## src/rtl/bcs_pkg.sv

```systemverilog
/*
 * Constants, timing figures and types shared by the battery charge sequencer.
 * Assumes a 20 MHz system clock; the battery period figures are in timer-step units.
 */
package bcs_pkg;

   // ****************************************
   // Clock and tick timer
   // ****************************************
   localparam int CLK_PERIOD_NS = 50;
   localparam logic [15:0] TIMER_RELOAD = 16'hffff;
   localparam int TICK_PERIOD_MS = 71;
   // One timer step; the longest period rounds down to whole clocks
   localparam int STEP_CYCLES = (TICK_PERIOD_MS * 1000000) / ((int'(TIMER_RELOAD) + 1) * CLK_PERIOD_NS);
   localparam logic [3:0] TICKS_PER_SECOND = 4'he;
   localparam logic [3:0] SEQ_TICK = 4'h0;
   localparam logic [3:0] LED_TICK = 4'h7;

   // ****************************************
   // Voltage-to-period converter
   // ****************************************
   localparam logic [15:0] MIN_BATT_PERIOD = 16'h01ae;
   localparam logic [15:0] MAX_BATT_PERIOD = 16'h159a;
   localparam logic [15:0] DISCHARGE_STEPS = 16'h0010;
   localparam int AVG_DEPTH_LOG2 = 3;

   // ****************************************
   // Sequencer timing, in seconds
   // ****************************************
   localparam logic [15:0] INIT_SECONDS = 16'h0014;
   localparam logic [15:0] WATCHDOG_SECONDS = 16'h0a98;
   localparam logic [15:0] TOPUP_SECONDS = 16'h01f4;
   localparam logic [15:0] PULSE_SECONDS = 16'h0001;

   // Voltage 1% below peak means period at least 100/99 of the valley
   localparam logic [7:0] DROP_MUL_NOW = 8'h63;
   localparam logic [7:0] DROP_MUL_VALLEY = 8'h64;

   typedef enum logic [1:0] {ST_FAULT, ST_INIT, ST_CHARGE, ST_DONE} bcs_state_t;

endpackage

```

## src/rtl/bcs_meas_if.sv

```systemverilog
/*
 * Carrier between the sequencer and its period converter.
 * Assumes both ends run on the same clock.
 */
`timescale 1ns/100ps
`default_nettype none
interface bcs_meas_if;
   logic step_en;
   logic start;
   logic busy;
   logic done;
   logic ramp_clear;
   logic [15:0] period;
   modport ctl (output step_en, output start, input busy, input done, input ramp_clear, input period);
   modport meas (input step_en, input start, output busy, output done, output ramp_clear, output period);
endinterface
`default_nettype wire

```

## src/rtl/bcs_charge_seq.sv

```systemverilog
/*
 * Tick-scheduled charge sequencer with running-average filter, delta-peak
 * termination, charge watchdog and top-up pulses.
 * Assumes an external current source enabled by charge_en and a ramp
 * comparator on cmp_in; indicator outputs drive lamps directly.
 */
`timescale 1ns/100ps
`default_nettype none

// Summary of operation
// - Timer reloads all-ones, one tick per 71 ms
// - Tick counter counts ticks; fourteen make a second
// - Step at tick 0, lamps at 7, wrap 14
// - Reset puts sequencer in fault state
// - Fault with in-range voltage moves to initializing
// - Out-of-range voltage forces fault from any state
// - Initializing primes filter and variables, no decisions
// - After init seconds, move to charging
// - Watchdog bounds total charging time
// - 1% drop below peak or watchdog ends charge
// - Threshold relative to peak, no cell count
// - Done state pulses current one second per interval
// - Decisions use running-average filtered voltage
// - Current source off while measuring voltage
module bcs_charge_seq
   import bcs_pkg::*;
#(
   parameter int STEP_DIV = STEP_CYCLES,
   parameter logic [15:0] RELOAD = TIMER_RELOAD,
   parameter logic [15:0] INIT_SEC = INIT_SECONDS,
   parameter logic [15:0] WATCHDOG_SEC = WATCHDOG_SECONDS,
   parameter logic [15:0] TOPUP_SEC = TOPUP_SECONDS
)
(
   input wire logic mclk,
   input wire logic rst,
   input wire logic cmp_in,
   output logic charge_en,
   output logic ramp_clear,
   output logic led_fault,
   output logic led_charge,
   output logic led_done,
   output bcs_pkg::bcs_state_t seq_state
);
   import bcs_pkg::*;

   localparam int AVG_N = 1 << AVG_DEPTH_LOG2;

   if (STEP_DIV < 1 || STEP_DIV > 255 || RELOAD == 16'h0000 || INIT_SEC == 16'h0000 ||
       WATCHDOG_SEC == 16'h0000 || TOPUP_SEC == 16'h0000)
   begin : g_bad_param
      $error("bcs_charge_seq: unsupported parameter value");
   end

   typedef struct packed {
      logic [7:0] pre;
      logic [15:0] tmr;
      logic [3:0] tick;
      logic [15:0] phase_sec;
      bcs_state_t st;
      logic [AVG_N-1:0][15:0] hist;
      logic [15:0] avg;
      logic [15:0] valley;
      logic pulse;
      logic [2:0] leds;
      logic start;
   } bcs_seq_st_t;

   bcs_seq_st_t s_q, s_d;
   bcs_meas_if mif ();

   logic step_en;
   logic tick_ev;
   logic [3:0] tick_nx;
   logic sec_ev;
   logic [15:0] sum_lo;
   logic [AVG_DEPTH_LOG2+15:0] sum;
   logic [15:0] avg_new;
   logic in_range;
   logic dropped;

   // ****************************************
   // Period converter
   // ****************************************
   bcs_period_meas u_meas (
      .mclk(mclk),
      .rst(rst),
      .cmp(cmp_in),
      .m(mif.meas)
   );

   assign step_en = (s_q.pre == 8'(STEP_DIV - 1));
   assign mif.step_en = step_en;
   assign mif.start = s_q.start;

   // ****************************************
   // Tick timer and scheduler
   // ****************************************
   assign tick_ev = step_en && (s_q.tmr == 16'h0000);
   assign tick_nx = s_q.tick + 4'h1;
   assign sec_ev = tick_ev && (tick_nx == TICKS_PER_SECOND);

   // ****************************************
   // Running average of the newest samples
   // ****************************************
   always_comb
   begin
      sum = '0;
      sum_lo = 16'h0000;
      sum = (AVG_DEPTH_LOG2 + 16)'(mif.period);
      for (int i = 0; i < AVG_N - 1; i++)
         sum = sum + (AVG_DEPTH_LOG2 + 16)'(s_q.hist[i]);
      sum_lo = sum[AVG_DEPTH_LOG2 +: 16];
   end

   assign avg_new = sum_lo;
   assign in_range = (avg_new >= MIN_BATT_PERIOD) && (avg_new <= MAX_BATT_PERIOD);
   // Longer period means lower voltage; compare scaled, no division needed
   assign dropped = (24'(avg_new) * 24'(DROP_MUL_NOW)) >= (24'(s_q.valley) * 24'(DROP_MUL_VALLEY));

   // ****************************************
   // Sequencer
   // ****************************************
   always_comb
   begin
      s_d = s_q;
      s_d.start = 1'b0;
      s_d.pre = step_en ? 8'h00 : s_q.pre + 8'h01;
      if (step_en)
         s_d.tmr = (s_q.tmr == 16'h0000) ? RELOAD : s_q.tmr - 16'h0001;
      if (tick_ev)
      begin
         s_d.tick = sec_ev ? 4'h0 : tick_nx;
         if (sec_ev)
            s_d.start = 1'b1;
         if (tick_nx == LED_TICK)
            s_d.leds = {s_q.st == ST_DONE, s_q.st == ST_CHARGE || s_q.st == ST_INIT,
                        s_q.st == ST_FAULT};
      end
      if (sec_ev)
      begin
         s_d.phase_sec = s_q.phase_sec + 16'h0001;
         if (s_q.st == ST_DONE)
         begin
            if (s_q.pulse && s_q.phase_sec + 16'h0001 >= PULSE_SECONDS)
            begin
               s_d.pulse = 1'b0;
               s_d.phase_sec = 16'h0000;
            end
            else if (!s_q.pulse && s_q.phase_sec + 16'h0001 >= TOPUP_SEC)
            begin
               s_d.pulse = 1'b1;
               s_d.phase_sec = 16'h0000;
            end
         end
      end
      // Sequencer step runs once the tick-0 measurement completes
      if (mif.done)
      begin
         s_d.hist = {s_q.hist[AVG_N-2:0], mif.period};
         s_d.avg = avg_new;
         if (!in_range)
         begin
            s_d.st = ST_FAULT;
            s_d.pulse = 1'b0;
         end
         else
         begin
            case (s_q.st)
               ST_FAULT:
               begin
                  s_d.st = ST_INIT;
                  s_d.phase_sec = 16'h0000;
               end
               ST_INIT:
               begin
                  s_d.valley = avg_new;
                  if (s_q.phase_sec >= INIT_SEC)
                  begin
                     s_d.st = ST_CHARGE;
                     s_d.phase_sec = 16'h0000;
                  end
               end
               ST_CHARGE:
               begin
                  if (avg_new < s_q.valley)
                     s_d.valley = avg_new;
                  if (dropped || s_q.phase_sec >= WATCHDOG_SEC)
                  begin
                     s_d.st = ST_DONE;
                     s_d.phase_sec = 16'h0000;
                     s_d.pulse = 1'b0;
                  end
               end
               ST_DONE:
                  s_d.st = ST_DONE;
               default:
                  s_d.st = ST_FAULT;
            endcase
         end
      end
   end

   always_ff @(posedge mclk)
   begin
      if (rst)
      begin
         s_q <= '0;
         s_q.tmr <= RELOAD;
         s_q.st <= ST_FAULT;
         s_q.leds <= 3'h1;
      end
      else
         s_q <= s_d;
   end

   // ****************************************
   // Outputs
   // ****************************************
   // Switching noise would corrupt the ramp, so the source idles from the request on
   assign charge_en = ((s_q.st == ST_CHARGE) || (s_q.st == ST_DONE && s_q.pulse)) && !mif.busy && !s_q.start;
   assign ramp_clear = mif.ramp_clear;
   assign led_fault = s_q.leds[0];
   assign led_charge = s_q.leds[1];
   assign led_done = s_q.leds[2];
   assign seq_state = s_q.st;

   // ****************************************
   // Assertions
   // ****************************************
   property p_tick_reload;
      @(posedge mclk) disable iff (rst) tick_ev |=> (s_q.tmr == RELOAD);
   endproperty
   a_tick_reload: assert property (p_tick_reload) else $error("timer not reloaded");

   property p_tick_range;
      @(posedge mclk) disable iff (rst) s_q.tick < TICKS_PER_SECOND;
   endproperty
   a_tick_range: assert property (p_tick_range) else $error("tick count past wrap");

   property p_step_start;
      @(posedge mclk) disable iff (rst) sec_ev |=> s_q.start ##1 (s_q.tick == SEQ_TICK && mif.busy);
   endproperty
   a_step_start: assert property (p_step_start) else $error("step not started at tick 0");

   property p_fault_exit;
      @(posedge mclk) disable iff (rst) (mif.done && in_range && s_q.st == ST_FAULT) |=> s_q.st == ST_INIT;
   endproperty
   a_fault_exit: assert property (p_fault_exit) else $error("fault not left");

   property p_out_of_range;
      @(posedge mclk) disable iff (rst) (mif.done && !in_range) |=> (s_q.st == ST_FAULT && !charge_en);
   endproperty
   a_out_of_range: assert property (p_out_of_range) else $error("range fault missed");

   property p_init_hold;
      @(posedge mclk) disable iff (rst)
         (s_q.st == ST_INIT && s_q.phase_sec < INIT_SEC) |=> s_q.st inside {ST_INIT, ST_FAULT};
   endproperty
   a_init_hold: assert property (p_init_hold) else $error("early init exit");

   property p_watchdog;
      @(posedge mclk) disable iff (rst)
         (mif.done && in_range && s_q.st == ST_CHARGE && s_q.phase_sec >= WATCHDOG_SEC) |=> s_q.st == ST_DONE;
   endproperty
   a_watchdog: assert property (p_watchdog) else $error("watchdog ignored");

   property p_no_charge_measuring;
      @(posedge mclk) disable iff (rst) mif.busy |-> !charge_en;
   endproperty
   a_no_charge_measuring: assert property (p_no_charge_measuring) else $error("source on while measuring");

   property p_pulse_restart;
      @(posedge mclk) disable iff (rst) ($fell(s_q.pulse) && s_q.st == ST_DONE) |-> s_q.phase_sec == 16'h0000;
   endproperty
   a_pulse_restart: assert property (p_pulse_restart) else $error("interval not restarted");

   property p_led_slot;
      @(posedge mclk) disable iff (rst) !$stable(s_q.leds) |-> $past(tick_ev) && s_q.tick == LED_TICK;
   endproperty
   a_led_slot: assert property (p_led_slot) else $error("lamps changed off slot");

   property p_reset_state;
      @(posedge mclk) rst |=> (s_q.st == ST_FAULT && s_q.leds == 3'h1 && s_q.tmr == RELOAD);
   endproperty
   a_reset_state: assert property (p_reset_state) else $error("reset state wrong");

   property p_pulse_rise;
      @(posedge mclk) disable iff (rst) $rose(s_q.pulse) |-> (s_q.st == ST_DONE && s_q.tick == SEQ_TICK);
   endproperty
   a_pulse_rise: assert property (p_pulse_rise) else $error("top-up pulse off its second");

   property p_init_valley;
      @(posedge mclk) disable iff (rst)
         (mif.done && in_range && s_q.st == ST_INIT) |=> s_q.valley == $past(avg_new);
   endproperty
   a_init_valley: assert property (p_init_valley) else $error("valley not primed");

   property p_drop_end;
      @(posedge mclk) disable iff (rst)
         (mif.done && in_range && s_q.st == ST_CHARGE && dropped) |=> s_q.st == ST_DONE;
   endproperty
   a_drop_end: assert property (p_drop_end) else $error("voltage drop ignored");
endmodule // bcs_charge_seq
`default_nettype wire

```

## src/rtl/bcs_period_meas.sv

```systemverilog
/*
 * Single-slope converter control: clears the ramp capacitor, then counts
 * timer steps until the comparator trips. Assumes cmp is an asynchronous pin.
 */
`timescale 1ns/100ps
`default_nettype none
module bcs_period_meas
   import bcs_pkg::*;
(
   input wire logic mclk,
   input wire logic rst,
   input wire logic cmp,
   bcs_meas_if.meas m
);
   typedef enum logic [1:0] {M_IDLE, M_CLEAR, M_RAMP} bcs_mstate_t;
   typedef struct packed {
      logic [1:0] sync;
      bcs_mstate_t st;
      logic [15:0] cnt;
      logic done;
      logic clear;
      logic [15:0] period;
   } bcs_meas_st_t;

   bcs_meas_st_t s_q, s_d;

   always_comb
   begin
      s_d = s_q;
      s_d.sync = {s_q.sync[0], cmp};
      s_d.done = 1'b0;
      case (s_q.st)
         M_IDLE:
         begin
            if (m.start)
            begin
               s_d.st = M_CLEAR;
               s_d.cnt = 16'h0000;
               s_d.clear = 1'b1;
            end
         end
         M_CLEAR:
         begin
            if (m.step_en)
            begin
               if (s_q.cnt == DISCHARGE_STEPS - 16'h0001)
               begin
                  s_d.st = M_RAMP;
                  s_d.cnt = 16'h0000;
                  s_d.clear = 1'b0;
               end
               else
                  s_d.cnt = s_q.cnt + 16'h0001;
            end
         end
         M_RAMP:
         begin
            // A stuck-low comparator ends as an out-of-range period
            if (s_q.sync[1] || s_q.cnt > MAX_BATT_PERIOD)
            begin
               s_d.st = M_IDLE;
               s_d.done = 1'b1;
               s_d.period = s_q.cnt;
            end
            else if (m.step_en)
               s_d.cnt = s_q.cnt + 16'h0001;
         end
         default:
            s_d.st = M_IDLE;
      endcase
   end

   always_ff @(posedge mclk)
   begin
      if (rst)
      begin
         s_q <= '0;
         s_q.st <= M_IDLE;
      end
      else
         s_q <= s_d;
   end

   assign m.busy = (s_q.st != M_IDLE);
   assign m.done = s_q.done;
   assign m.period = s_q.period;
   assign m.ramp_clear = s_q.clear;
endmodule // bcs_period_meas
`default_nettype wire

```

## config.mk

```make
export PLATFORM = sky130hd
export DESIGN_NAME = bcs_charge_seq
export DESIGN_NICKNAME = d
export VERILOG_FILES = /design/src/rtl/bcs_pkg.sv /design/src/rtl/bcs_meas_if.sv /design/src/rtl/bcs_charge_seq.sv /design/src/rtl/bcs_period_meas.sv
export SDC_FILE = /design/constraint.sdc
export NUM_CORES = 1
export LEC_CHECK = 0
export BUFFER_PORTS_ARGS = -buffer_cell sky130_fd_sc_hd__clkbuf_2
export CAP_MARGIN = 20
export CORE_MARGIN = 4
export CORE_UTILIZATION = 65
export DETAILED_ROUTE_END_ITERATION = 6
export PLACE_DENSITY_LB_ADDON = 0.2
export SYNTH_ARGS = -nofsm -noshare
export SYNTH_HDL_FRONTEND = slang
export SYNTH_SLANG_ARGS = --single-unit
```

## constraint.sdc

```tcl
create_clock -name mclk -period 11.51 [get_ports mclk]
set_clock_uncertainty 0.1 [all_clocks]
set_input_delay 2.302 -clock mclk [delete_from_list [all_inputs] [get_ports mclk]]
set_output_delay 2.302 -clock mclk [all_outputs]
set_load 0.05 [all_outputs]
```

After elaboration in Yosys (flattened, before gate mapping)

Index checks and enable logic that the tools add are counted.

Bits in registers: 249
Latch bits: 0
Bits in writable memories: 0
ROM bits: 0
Input bits: 3
Output and inout bits: 7
Logic and storage cells: 137
Memories kept: 0

Add/subtract/negate cells: 12
Multipliers: 2
Divide/modulo/power cells: 0
Order comparisons: 9
Equality and inequality tests: 18
Shift operators: 0
Mux-type cells: 38
Bitwise logic cells: 2
Reduce and logical (&&, ||, !) cells: 32

Operators with widths:

| cell                  | count |
|---|---|
| $mux 179              | 1 |
| $mux 16               | 11 |
| $pmux 16 s3           | 2 |
| $add 19x16->19        | 4 |
| $mux 18               | 4 |
| $add 16x1->16 const B | 2 |
| $ge 16x9->1 const B   | 2 |
| $pmux 16 s2           | 1 |
| $ge 23x23->1          | 1 |
| $mul 16x7->23 const B | 1 |
| $mul 16x5->21 const B | 1 |
| $add 18x16->19        | 1 |
| $add 17x16->18        | 1 |
| $add 16x16->17        | 1 |
| $eq 16x4->1 const B   | 1 |
| $ge 16x1->1 const B   | 1 |
| $ge 16x12->1 const B  | 1 |
| $ge 16x5->1 const B   | 1 |
| $gt 16x13->1 const B  | 1 |
| $le 16x13->1 const B  | 1 |
| $logic_not 16->1      | 1 |
| $lt 16x16->1          | 1 |
| $sub 16x1->16 const B | 1 |
| $mux 1                | 12 |
| 27 further kinds      | 59 |

Logic depth before layout (Yosys ltp)

Gate-level depths: netlist (run 1).

Word-level depth: 14
Depth in mapped cells: 43
Mapped depth without buffers: 42

Cells and area by module

From an unflattened synthesis (run 1), not the netlist that was laid out.

Cell total of the unflattened synthesis: 1990
Area, all modules: 17531.8 µm²

By module, submodules not included:

| module          | times used | cells each | area an instance (µm²) | seq. area each (µm²) |
|---|---|---|---|---|
| bcs_charge_seq  | 1          | 1762       | 15543.7                | 3583.4 |
| bcs_period_meas | 1          | 228        | 1988.2                 | 760.7 |

Worst setup path before layout (run 1)

Ideal clock, no wire load.

Path kind: register to register
From: register s_q[41] (netlist bit)
To: register s_q[171] (netlist bit)
Library setup time: 0.078 ns
Data arrival time: 9.108 ns
Required time: 11.332 ns
Setup slack: 2.223 ns
Cell stages (with the launch flop): 42
Path buffers: 1
Clock period less this slack: 9.287 ns
Cell sequence: dfxtp_1 > inv_1 > fa_1 > inv_1 > fa_1 > fa_1 > inv_1 > fa_1 > inv_1 > ha_1 > a21oi_1 > o21a_2 > o221ai_1 > o31ai_1 > o21ai_0 > a21oi_1 > inv_1 > fa_1 > [... 6 more ...] > nor3_1 > nor2_1 > o31ai_1 > o311a_1 > a21oi_1 > nand4_1 > nand4b_1 > a21oi_1 > xnor2_1 > ha_1 > nand4_1 > nor4_1 > a211oi_1 > nand3_1 > o31ai_1 > nor3_4 > buf_2 > nor3_1

Longest elaborated chain between the ends: 14
Elaborated cells between the ends (all ways): 17
Those cells by class: 7 x add/sub; 1 x mul; 3 x order compare; 4 x mux; 2 x reduce/logical

Ends and longest elaborated chain:

| item                            | RTL line              | text |
|---|---|---|
| start: declaration              | bcs_charge_seq.sv:69  | `bcs_seq_st_t s_q, s_d;` |
| $add 16x16->17 (*)              | bcs_charge_seq.sv:112 | `sum = sum + (AVG_DEPTH_LOG2 + 16)'(s_q.hist[i]);` |
| $add 17x16->18 (*)              | bcs_charge_seq.sv:112 |  |
| $add 18x16->19 (*)              | bcs_charge_seq.sv:112 |  |
| $add 19x16->19 (*) (4 in a row) | bcs_charge_seq.sv:112 |  |
| net sum[13]                     | bcs_charge_seq.sv:77  | `logic [AVG_DEPTH_LOG2+15:0] sum;` |
| $mul 16x7->23                   | bcs_charge_seq.sv:119 | `assign dropped = (24'(avg_new) * 24'(DROP_MUL_NOW)) >= (24'(s_q.valley) * 24'(DROP_MUL_VALLEY));` |
| $ge 23x23->1                    | bcs_charge_seq.sv:119 |  |
| $logic_or 1x1->1                | bcs_charge_seq.sv:188 | `if (dropped \|\| s_q.phase_sec >= WATCHDOG_SEC)` |
| $mux 18                         | bcs_charge_seq.sv:188 |  |
| $pmux 16 s3                     | bcs_charge_seq.sv:169 | `case (s_q.st)` |
| $mux 16 (*)                     | bcs_charge_seq.sv:162 | `if (!in_range)` |
| $mux 179 (*)                    | bcs_charge_seq.sv:158 | `if (mif.done)` |

Mark *: on every way through the listed nets, which the timed path passes. The rest lies on a longest branch. The select of a mux whose other input is x is not followed.
A chain may end at the register's enable or synchronous reset.

Final worst setup path (run 1)

From: register s_q[43] (netlist bit)
To: register s_q[169] (netlist bit)

The elaborated chain is that of the path after synthesis.

==> flow_summary.toml, run 1 <==
[critical_path]
cp-end-kind = "flop"
arrival_ns = 10.85
reg2reg_slack_ns = 1.01
crit_type = "reg2reg"
cp_top_family = "adder cells"
cp-startpoint = "s_q[43]"
reg2regPathDepth = 39
rr_endpoint = "s_q[169]"
worst_path_max_delay_cell = "a21oi_1"
critical-path-max-stage-delay_ns = 0.68
worstPathBufferInverterCount = 8
cp_common_cell = "inv_1"
cp.required_ns = 11.87
cp_num_cells = 39
r2r-start = "s_q[43]"
cp-start-kind = "flop"
critPathMaxFanout = 16

[synth]
synth_most_common_cell = "inv_1"
synth_area_mm2 = 0.0173
synth_area_leaders = "dfxtp_1 25%, ha_1 14%, fa_1 14%, mux2i_1 8.0%, inv_1 7.3%"
ys_types = 82
syn_inst = 1960
synth_compound_area_share_pct = 9.96
yosys.area_share.simple_pct = 14.8
async_flop_share_pct = 0
ys_top_cells_by_count = "337 x inv_1, 238 x nor2_1, 217 x dfxtp_1, 199 x ha_1, 138 x mux2i_1"
yosysWarnings = 0
synth-seq-cells = 217
syn-num-nets = 2285
synth-main-ff-cell = "dfxtp_1"
netlist.area_leader.share_pct = 25.2
synth_top_family_by_area = "adder cells"
synth_area_per_cell_um2 = 8.81
synthXorXnorAreaFrac_pct = 4.15
yosys.area_share.adder_pct = 28.7
yosysTopAreaCell = "dfxtp_1"
synth_edf_count = 0
muxShareOfSynthArea_pct = 8.06
yosysSeqAreaShare_pct = 25.2

[clock_tree]
h-tree-depth = 1
cts_buffers = 24
clk_pin_slew_ns = 0.06
cts_sinks = 217
cts_tree = "built"
clk_path_buf_depth = 3
clk_latency_ns = 0.54
post_cts_buffers = 0
ctsResizeCount = 0
root_buffer = "clkbuf_16"
postCtsHoldBufs = 0

[global_routing]
grt_pass1_vias = 12700
grt_pass1_wl_mm = 59.7
grtUsageTotal_pct = 24.2
overflow = 0
grt_start_max_net_pins = 100
antenna_found_initial = 0

[sta]
finalHoldViolCount = 0
period_minus_slack_ns = 10.50
setup_violations = 0
max-slew-margin-rel_pct = 30.7
setup_ws_ns = 1.01
fmax_ghz = 0.0953
slew_viol_final = 0
tightest_slew_ns = 1.04
finalCritPeriodShare_pct = 91.2
tns_ns = 0
rsz0062_at_grt = "no"

[layout]
postLayoutCoreUtil_pct = 69.9
fin_nets = 2257
drive_gt1_share_pct = 4.47
areaGrowthSynthToFinish_pct = 5.75
antenna_cells = 0

[placed_design]
gp_congestion = 0.905
place.port_buffers = 9
dp_slack_ns = 1.15
dp.final_hpwl_mm = 26.2

[power]
p_leak_nw = 8.27
power_w = 0.00160
p_per_area_mw_per_mm2 = 87.4
irDropWorstVdd_uv = 103

[floorplan]
rows = 59
die_area_mm2 = 0.0292
die_h_um = 171
start_util_pct = 66.1
boundaryPins = 10
core_area_mm2 = 0.0261
die_width_um = 171

[run]
maxCapViolations = 0

[worst_hold_path]
min_path_type = "reg2reg"
min_to = "u_meas.s_q[37]"
hp-start = "u_meas.s_d[37]"
holdPathStages = 1

[routing]
vias = 12800
initialDrtViolationCount = 661
dr.pass1.iters = 7
vias_per_cell = 5.59
drc_errors = 0
routedWlPerCell_um = 15.2
wl_mm = 34.6
ant_nets = 0

[status]
outcome = "complete, no violations"
-- layout make-up --
cell class | count | area (um2)
inverters | 339 | 1270
multi-input cells | 1337 | 11300
flip-flops and latches | 217 | 4350
repair buffers | 13 | 81.3
fillers | 2095 | 7870
clock buffers | 33 | 684
clock inverters | 7 | 113
well taps | 335 | 419
-- through the flow --
stage                     area (um2)  cells  hold slack (ns)
final                          18300   2281            0.344
after global routing           18300   2281            0.358
after CTS                      18300   2281            0.349
after detailed placement       17500   2241            0.331
after global placement         17500   2241            0.332
after floorplan                17300   1960            0.314
-- state kept, by name, indices dropped and copies added (netlist names) --
| name | flops |
|---|---|
| u_meas.m.done | 1 |
| seq_state | 2 |
| led_fault | 1 |
| u_meas.s_d | 1 |
| u_meas.s_q | 19 |
| u_meas.m.period | 16 |
| s_q | 173 |
| led_charge | 1 |
| u_meas.m.ramp_clear | 1 |
| led_done | 1 |
| mif.start | 1 |
-- worst max-delay path by stage --
| stage | to | slack, ns |
|---|---|---|
| after floorplan | s_q[171] | 2.22 |
| after global placement | s_q[182] | 1.52 |
| after detailed placement | s_q[169] | 1.15 |
| after CTS | s_q[169] | 1.08 |
| after global routing | s_q[179] | 0.40 |
| final | s_q[169] | 1.01 |
-- worst register-to-register path: cells and delay by family, from the launching register on --
| kind | cells | cell delay, ns |
|---|---|---|
| DFF | 1 | 0.35 |
| AOI/OAI and AO/OA | 11 | 3.53 |
| adders and majority gates | 10 | 4.49 |
| and+or+nand+nor | 9 | 1.24 |
| xor gates and xnor gates | 1 | 0.14 |
| buffers and inverters | 8 | 0.59 |
-- cell families after synthesis --
| logic type | after synthesis |
|---|---|
| multiplexers | 139 |
| AO/OA/AOI/OAI | 257 |
| buffers and inverters | 406 |
| AND/OR/NAND/NOR | 537 |
| flip-flops | 217 |
| XOR/XNOR | 81 |
| adder cells (fa/ha/maj) | 323 |
-- layout by cell type (no fill, tap or decap), drive strengths merged, types with 8 or more instances in the layout --
| cell | instances |
|---|---|
| a21oi | 70 |
| nor4 | 14 |
| and3 | 10 |
| a31oi | 8 |
| ha | 199 |
| o21ai | 58 |
| inv | 338 |
| o31ai | 11 |
| nand2 | 81 |
| a211oi | 20 |
| nor3 | 51 |
| or3 | 13 |
| nor2b | 18 |
| mux2i | 138 |
| clkbuf | 41 |
| xnor2 | 55 |
| a22oi | 8 |
| xor2 | 26 |
| o21a | 13 |
| a21o | 22 |
| nand3 | 38 |
| nand2b | 13 |
| nand4 | 20 |
| and2 | 11 |
| nor2 | 245 |
| dfxtp | 217 |
| fa | 123 |
-- power by group --
group | internal [W] | total (W) | switching, W
sequential | 0.000756 | 0.000762 | 0.00000623
clock | 0.000460 | 0.000780 | 0.000320
combinational | 0.0000155 | 0.0000532 | 0.0000378
total | 0.00123 | 0.00160 | 0.000364
-- metal layers --
metal / up-vias / GRT usage (%) / wire length [um]
li1: 6388 / - / -
met1: 6109 / 32.2 / 15900
met2: 201 / 41.7 / 16600
met3: 60 / 2.66 / 1070
met4: 0 / 7.10 / 1070
met5: - / 0 / 0
Power figures use the tool's default switching activity.
==> run 2: changes to the inputs <==
--- a/config.mk
+++ b/config.mk
@@ -5,7 +5,8 @@
 export SDC_FILE = /design/constraint.sdc
 export NUM_CORES = 1
 export LEC_CHECK = 0
-export BUFFER_PORTS_ARGS = -buffer_cell sky130_fd_sc_hd__clkbuf_2
+export ABC_CLOCK_PERIOD_IN_PS = 11510
+export BUFFER_PORTS_ARGS = -buffer_cell sky130_fd_sc_hd__buf_2
 export CAP_MARGIN = 20
 export CORE_MARGIN = 4
 export CORE_UTILIZATION = 65
==> run 2 against run 1 <==
Compared with the run above:
- fmax decreased by 1.3%
- via count increased by 0.63%
- non-clock buffer count unchanged
- sequential power about the same
- first-iteration DRC count decreased by 20%
- global-route usage decreased by 0.69 points
- count of clock-buffer cells in the layout decreased by 2
- critical path type unchanged
- critical endpoint unchanged
- largest cell class unchanged
- largest power group unchanged
- highest routed layer unchanged
==> flow_summary.toml, run 2 (synthesized netlist as in run 1, its figures left out) <==
[status]
outcome = "complete, no violations"

[layout]
antenna_cells = 0
final_cells = 2287
fin_nets = 2258
finalInstanceArea_mm2 = 0.0184
final_cell_mix = "337 x inv_1, 238 x nor2_1, 216 x dfxtp_1, 199 x ha_1, 138 x mux2i_1"
layout_commonest_cell = "inv_1"
areaGrowthSynthToFinish_pct = 6.65
largest_reg_flops = 173
drive_gt1_share_pct = 4.87
largest_register = "s_q"

[clock_tree]
h-tree-depth = 1
cts_buffers = 25
cts_tree = "built"
postCtsHoldBufs = 0
clk_pin_slew_ns = 0.06
cts_sinks = 217
clk_path_buf_depth = 3
clk_latency_ns = 0.54
post_cts_buffers = 0
root_buffer = "clkbuf_16"
ctsResizeCount = 0

[sta]
period_minus_slack_ns = 10.63
setup_violations = 0
slew_viol_final = 0
fmax_ghz = 0.0941
rsz0062_at_grt = "no"
hold_ws_ns = 0.329
max-slew-margin-rel_pct = 30.8
finalHoldViolCount = 0
finalCritPeriodShare_pct = 92.3
tns_ns = 0
tightest_slew_ns = 1.03

[critical_path]
cp_common_cell = "inv_1"
cp-startpoint = "s_q[59]"
reg2reg_slack_ns = 0.88
arrival_ns = 10.91
crit_type = "reg2reg"
r2r-start = "s_q[59]"
setup.worst_path.end = "s_q[169]"
cp-start-kind = "flop"
rr_endpoint = "s_q[169]"
critPathMaxFanout = 16
cp-end-kind = "flop"
cp.required_ns = 11.79
reg2regPathDepth = 39
worst_path_max_delay_cell = "a21oi_1"
critical-path-max-stage-delay_ns = 0.68

[placed_design]
dp.final_hpwl_mm = 25.4
place.port_buffers = 9
gp_congestion = 0.865
place_inst = 2240
placed_cell_area_mm2 = 0.0175

[routing]
vias_per_cell = 5.61
vias = 12800
initialDrtViolationCount = 529
dr.pass1.iters = 6
ant_nets = 0
routedWlPerCell_um = 14.8
wl_mm = 33.7
drc_errors = 0

[floorplan]
die_area_mm2 = 0.0292
start_util_pct = 66.1
rows = 59
boundaryPins = 10
die_width_um = 171
core_area_mm2 = 0.0261
die_h_um = 171

[global_routing]
overflow = 0
antenna_found_initial = 0
grt_pass1_wl_mm = 58.3
grt_pass1_vias = 12700
grtUsageTotal_pct = 23.5
grt_start_max_net_pins = 114

[power]
p_leak_nw = 8.35
p_per_area_mw_per_mm2 = 91.9
irDropWorstVdd_uv = 126

[worst_hold_path]
min_path_type = "reg2reg"
hp-start = "u_meas.s_d[37]"

[run]
maxCapViolations = 0
[run 2: changes by cell type in the layout (fill, tap and decap cells not counted), sizes merged]
cell,before,now
buf,5,13
clkbuf,41,31
inv,338,339
bufinv,2,5
clkinv,5,9
[run 2: power by group]
group / internal, W / switching [W]
Clock: 0.000549 / 0.000328
Sequential: 0.000756 / 0.00000627
Combinational: 0.0000155 / 0.0000372
[run 2: worst min path at each step]
stage	depth (start not counted)	end
finish	1	u_meas.s_q[37]
global route	1	u_meas.s_q[37]
CTS	1	u_meas.s_q[37]
detailed placement	1	u_meas.s_q[37]
global placement	1	u_meas.s_q[37]
floorplan	1	u_meas.s_q[37]
[run 2: layout make-up]
cell class / instances / area (um2)
Sequential cell: 217 / 4350
Tap cell: 335 / 419
Multi-Input combinational cell: 1337 / 11300
Fill cell: 2032 / 7720
Clock buffer: 31 / 699
Clock inverter: 15 / 233
Inverter: 339 / 1270
Timing Repair Buffer: 13 / 101
[run 2: metal layers]
| layer | wire length, um | GRT usage, % |
|---|---|---|
| met1 | 15400 | 32.0 |
| met2 | 16200 | 39.7 |
| met3 | 1160 | 2.73 |
| met4 | 998 | 6.79 |
| met5 | 0 | 0 |
[run 2: stage by stage]
stage	setup WS, ns	total power, W	util (%)
2_1_floorplan	2.22	0.000820	-
3_3_place_gp	1.48	0.000830	66.8
3_5_place_dp	1.08	0.000831	66.8
4_1_cts	0.990	0.00171	70.4
5_1_grt	0.285	0.00175	70.5
6_report	0.881	0.00169	70.5
[run 2: critical path, delay by kind of cell (launching register included)]
kind	cells	cell delay (ns)
xor+xnor	1	0.13
fa+ha+maj	10	4.50
flops	1	0.39
buf+inv	8	0.64
compound gates	11	2.95
simple gates	9	1.76
==> run 3: changes to the inputs <==
--- a/config.mk
+++ b/config.mk
@@ -5,7 +5,7 @@
 export SDC_FILE = /design/constraint.sdc
 export NUM_CORES = 1
 export LEC_CHECK = 0
-export ABC_CLOCK_PERIOD_IN_PS = 11510
+export ABC_CLOCK_PERIOD_IN_PS = 12500
 export BUFFER_PORTS_ARGS = -buffer_cell sky130_fd_sc_hd__buf_2
 export CAP_MARGIN = 20
 export CORE_MARGIN = 4
==> constraint.sdc (replaced) <==
create_clock -name mclk -period 12.5 [get_ports mclk]
set_clock_uncertainty 0.1 [all_clocks]
set_input_delay 2.5 -clock mclk [delete_from_list [all_inputs] [get_ports mclk]]
set_output_delay 2.5 -clock mclk [all_outputs]
set_load 0.05 [all_outputs]
==> run 3 against run 2 <==
Compared with the run above:
- fmax grew 0.84%
- largest cell class unchanged
- sequential share of layout area grew 0.17 points
- flip-flop and latch count is the same
- largest power group unchanged
- combinational power shrank 7.6%
- utilization shrank 0.51 points
==> flow_summary.toml, run 3 (synthesized netlist as in run 1, its figures left out) <==
[status]
outcome = "complete, no violations"

[sta]
rsz0062_at_grt = "no"
max-slew-margin-rel_pct = 29.9
setup_violations = 0
tns_ns = 0
finalCritPeriodShare_pct = 84.3
tightest_slew_ns = 1.04
hold_ws_ns = 0.342
period_minus_slack_ns = 10.54
fmax_ghz = 0.0949
slew_viol_final = 0
finalHoldViolCount = 0

[clock_tree]
postCtsHoldBufs = 0
clk_path_buf_depth = 3
cts_sinks = 217
root_buffer = "clkbuf_16"
cts_tree = "built"
clk_pin_slew_ns = 0.06
cts_buffers = 24
ctsResizeCount = 0
clk_latency_ns = 0.54
h-tree-depth = 1
post_cts_buffers = 0

[critical_path]
crit_type = "reg2reg"
critical-path-max-stage-delay_ns = 0.74
arrival_ns = 10.83
cp-start-kind = "flop"
cp_common_cell = "inv_1"
worst_path_max_delay_cell = "a21oi_1"
cp_top_family = "adder cells"
cp-end-kind = "flop"
cp.required_ns = 12.79
critPathMaxFanout = 16
worstPathBufferInverterCount = 8

[power]
p_leak_nw = 8.27
irDropWorstVdd_uv = 113
power_w = 0.00146
p_per_area_mw_per_mm2 = 79.6

[placed_design]
dp.final_hpwl_mm = 25.4
gp_congestion = 0.865
place.port_buffers = 9

[global_routing]
overflow = 0
antenna_found_initial = 0
grt_pass1_wl_mm = 57.9
grtUsageTotal_pct = 23.3
grt_pass1_vias = 12400
grt_start_max_net_pins = 114

[layout]
fin_nets = 2257
drive_gt1_share_pct = 4.57
layout_commonest_cell = "inv_1"
largest_reg_flops = 173
largest_register = "s_q"
areaGrowthSynthToFinish_pct = 5.88
antenna_cells = 0
final_cell_mix = "337 x inv_1, 238 x nor2_1, 216 x dfxtp_1, 199 x ha_1, 138 x mux2i_1"
postLayoutCoreUtil_pct = 70.0

[run]
maxCapViolations = 0

[routing]
vias = 12700
drc_errors = 0
routedWlPerCell_um = 14.6
wl_mm = 33.4
initialDrtViolationCount = 585
ant_nets = 0
vias_per_cell = 5.56
dr.pass1.iters = 5

[floorplan]
die_area_mm2 = 0.0292
rows = 59
boundaryPins = 10
die_h_um = 171
core_area_mm2 = 0.0261
start_util_pct = 66.1
die_width_um = 171

[worst_hold_path]
min_path_type = "reg2reg"
## run 3: cell count changes in the layout (fill, tap and decap cells not counted)
cell	previous run	this run
bufinv_16	5	1
inv_6	0	1
clkbuf_16	26	24
clkinv_2	5	3
clkinv_4	4	0
clkinv_16	0	1
clkbuf_8	3	6
clkinvlp_4	1	3
clkbuf_1	2	4
inv_16	1	0
## run 3: power by group
group | switching, W | total [W] | internal, W | leakage [nW]
sequential | 0.00000568 | 0.000702 | 0.000696 | 1.75
clock | 0.000293 | 0.000706 | 0.000412 | 0.382
combinational | 0.0000344 | 0.0000487 | 0.0000143 | 6.14
## run 3: final cells by class
class / count / area [um2]
clock inverters: 8 / 101
flip-flops and latches: 217 / 4350
repair buffers: 13 / 101
well taps: 335 / 419
inverters: 339 / 1270
multi-input cells: 1337 / 11300
fillers: 2079 / 7850
clock buffers: 34 / 698
## run 3: metal layers
layer  part of all wire, %  vias up  wire, um  track usage, %
li1                      -     6383         -               -
met5                     0        -         0               0
met3                   3.0       61      1020            2.45
met1                    46     6064     15500            31.8
met4                   2.6        0       875            6.10
met2                    48      196     16000            39.9
## run 3: final timing paths
path | depth (start not counted) | start | to | slack [ns]
worst max-delay path | 40 | s_q[41] | s_q[170] | 1.96
worst min-delay path | 1 | u_meas.s_d[37] | u_meas.s_q[37] | 0.34
worst max register to register | 40 | s_q[41] | s_q[170] | 1.96
worst min register to register | 1 | u_meas.s_d[37] | u_meas.s_q[37] | 0.34
## run 3: per-stage QoR
| stage | worst slack (ns) | instance area [um2] | cells |
|---|---|---|---|
| global route | 1.18 | 18300 | 2283 |
| global placement | 2.47 | 17500 | 2240 |
| finish | 1.96 | 18300 | 2283 |
| detailed placement | 2.06 | 17500 | 2240 |
| CTS | 1.95 | 18300 | 2282 |
| floorplan | 3.21 | 17300 | 1960 |
## run 3: worst register-to-register path: cells and delay by family (launching register included)
family | cells | cell delay (ns)
flip-flops | 1 | 0.36
adder cells (fa/ha/maj) | 10 | 4.41
AO/OA/AOI/OAI | 12 | 3.12
XOR/XNOR | 1 | 0.13
buffers and inverters | 8 | 0.59
AND/OR/NAND/NOR | 9 | 1.69
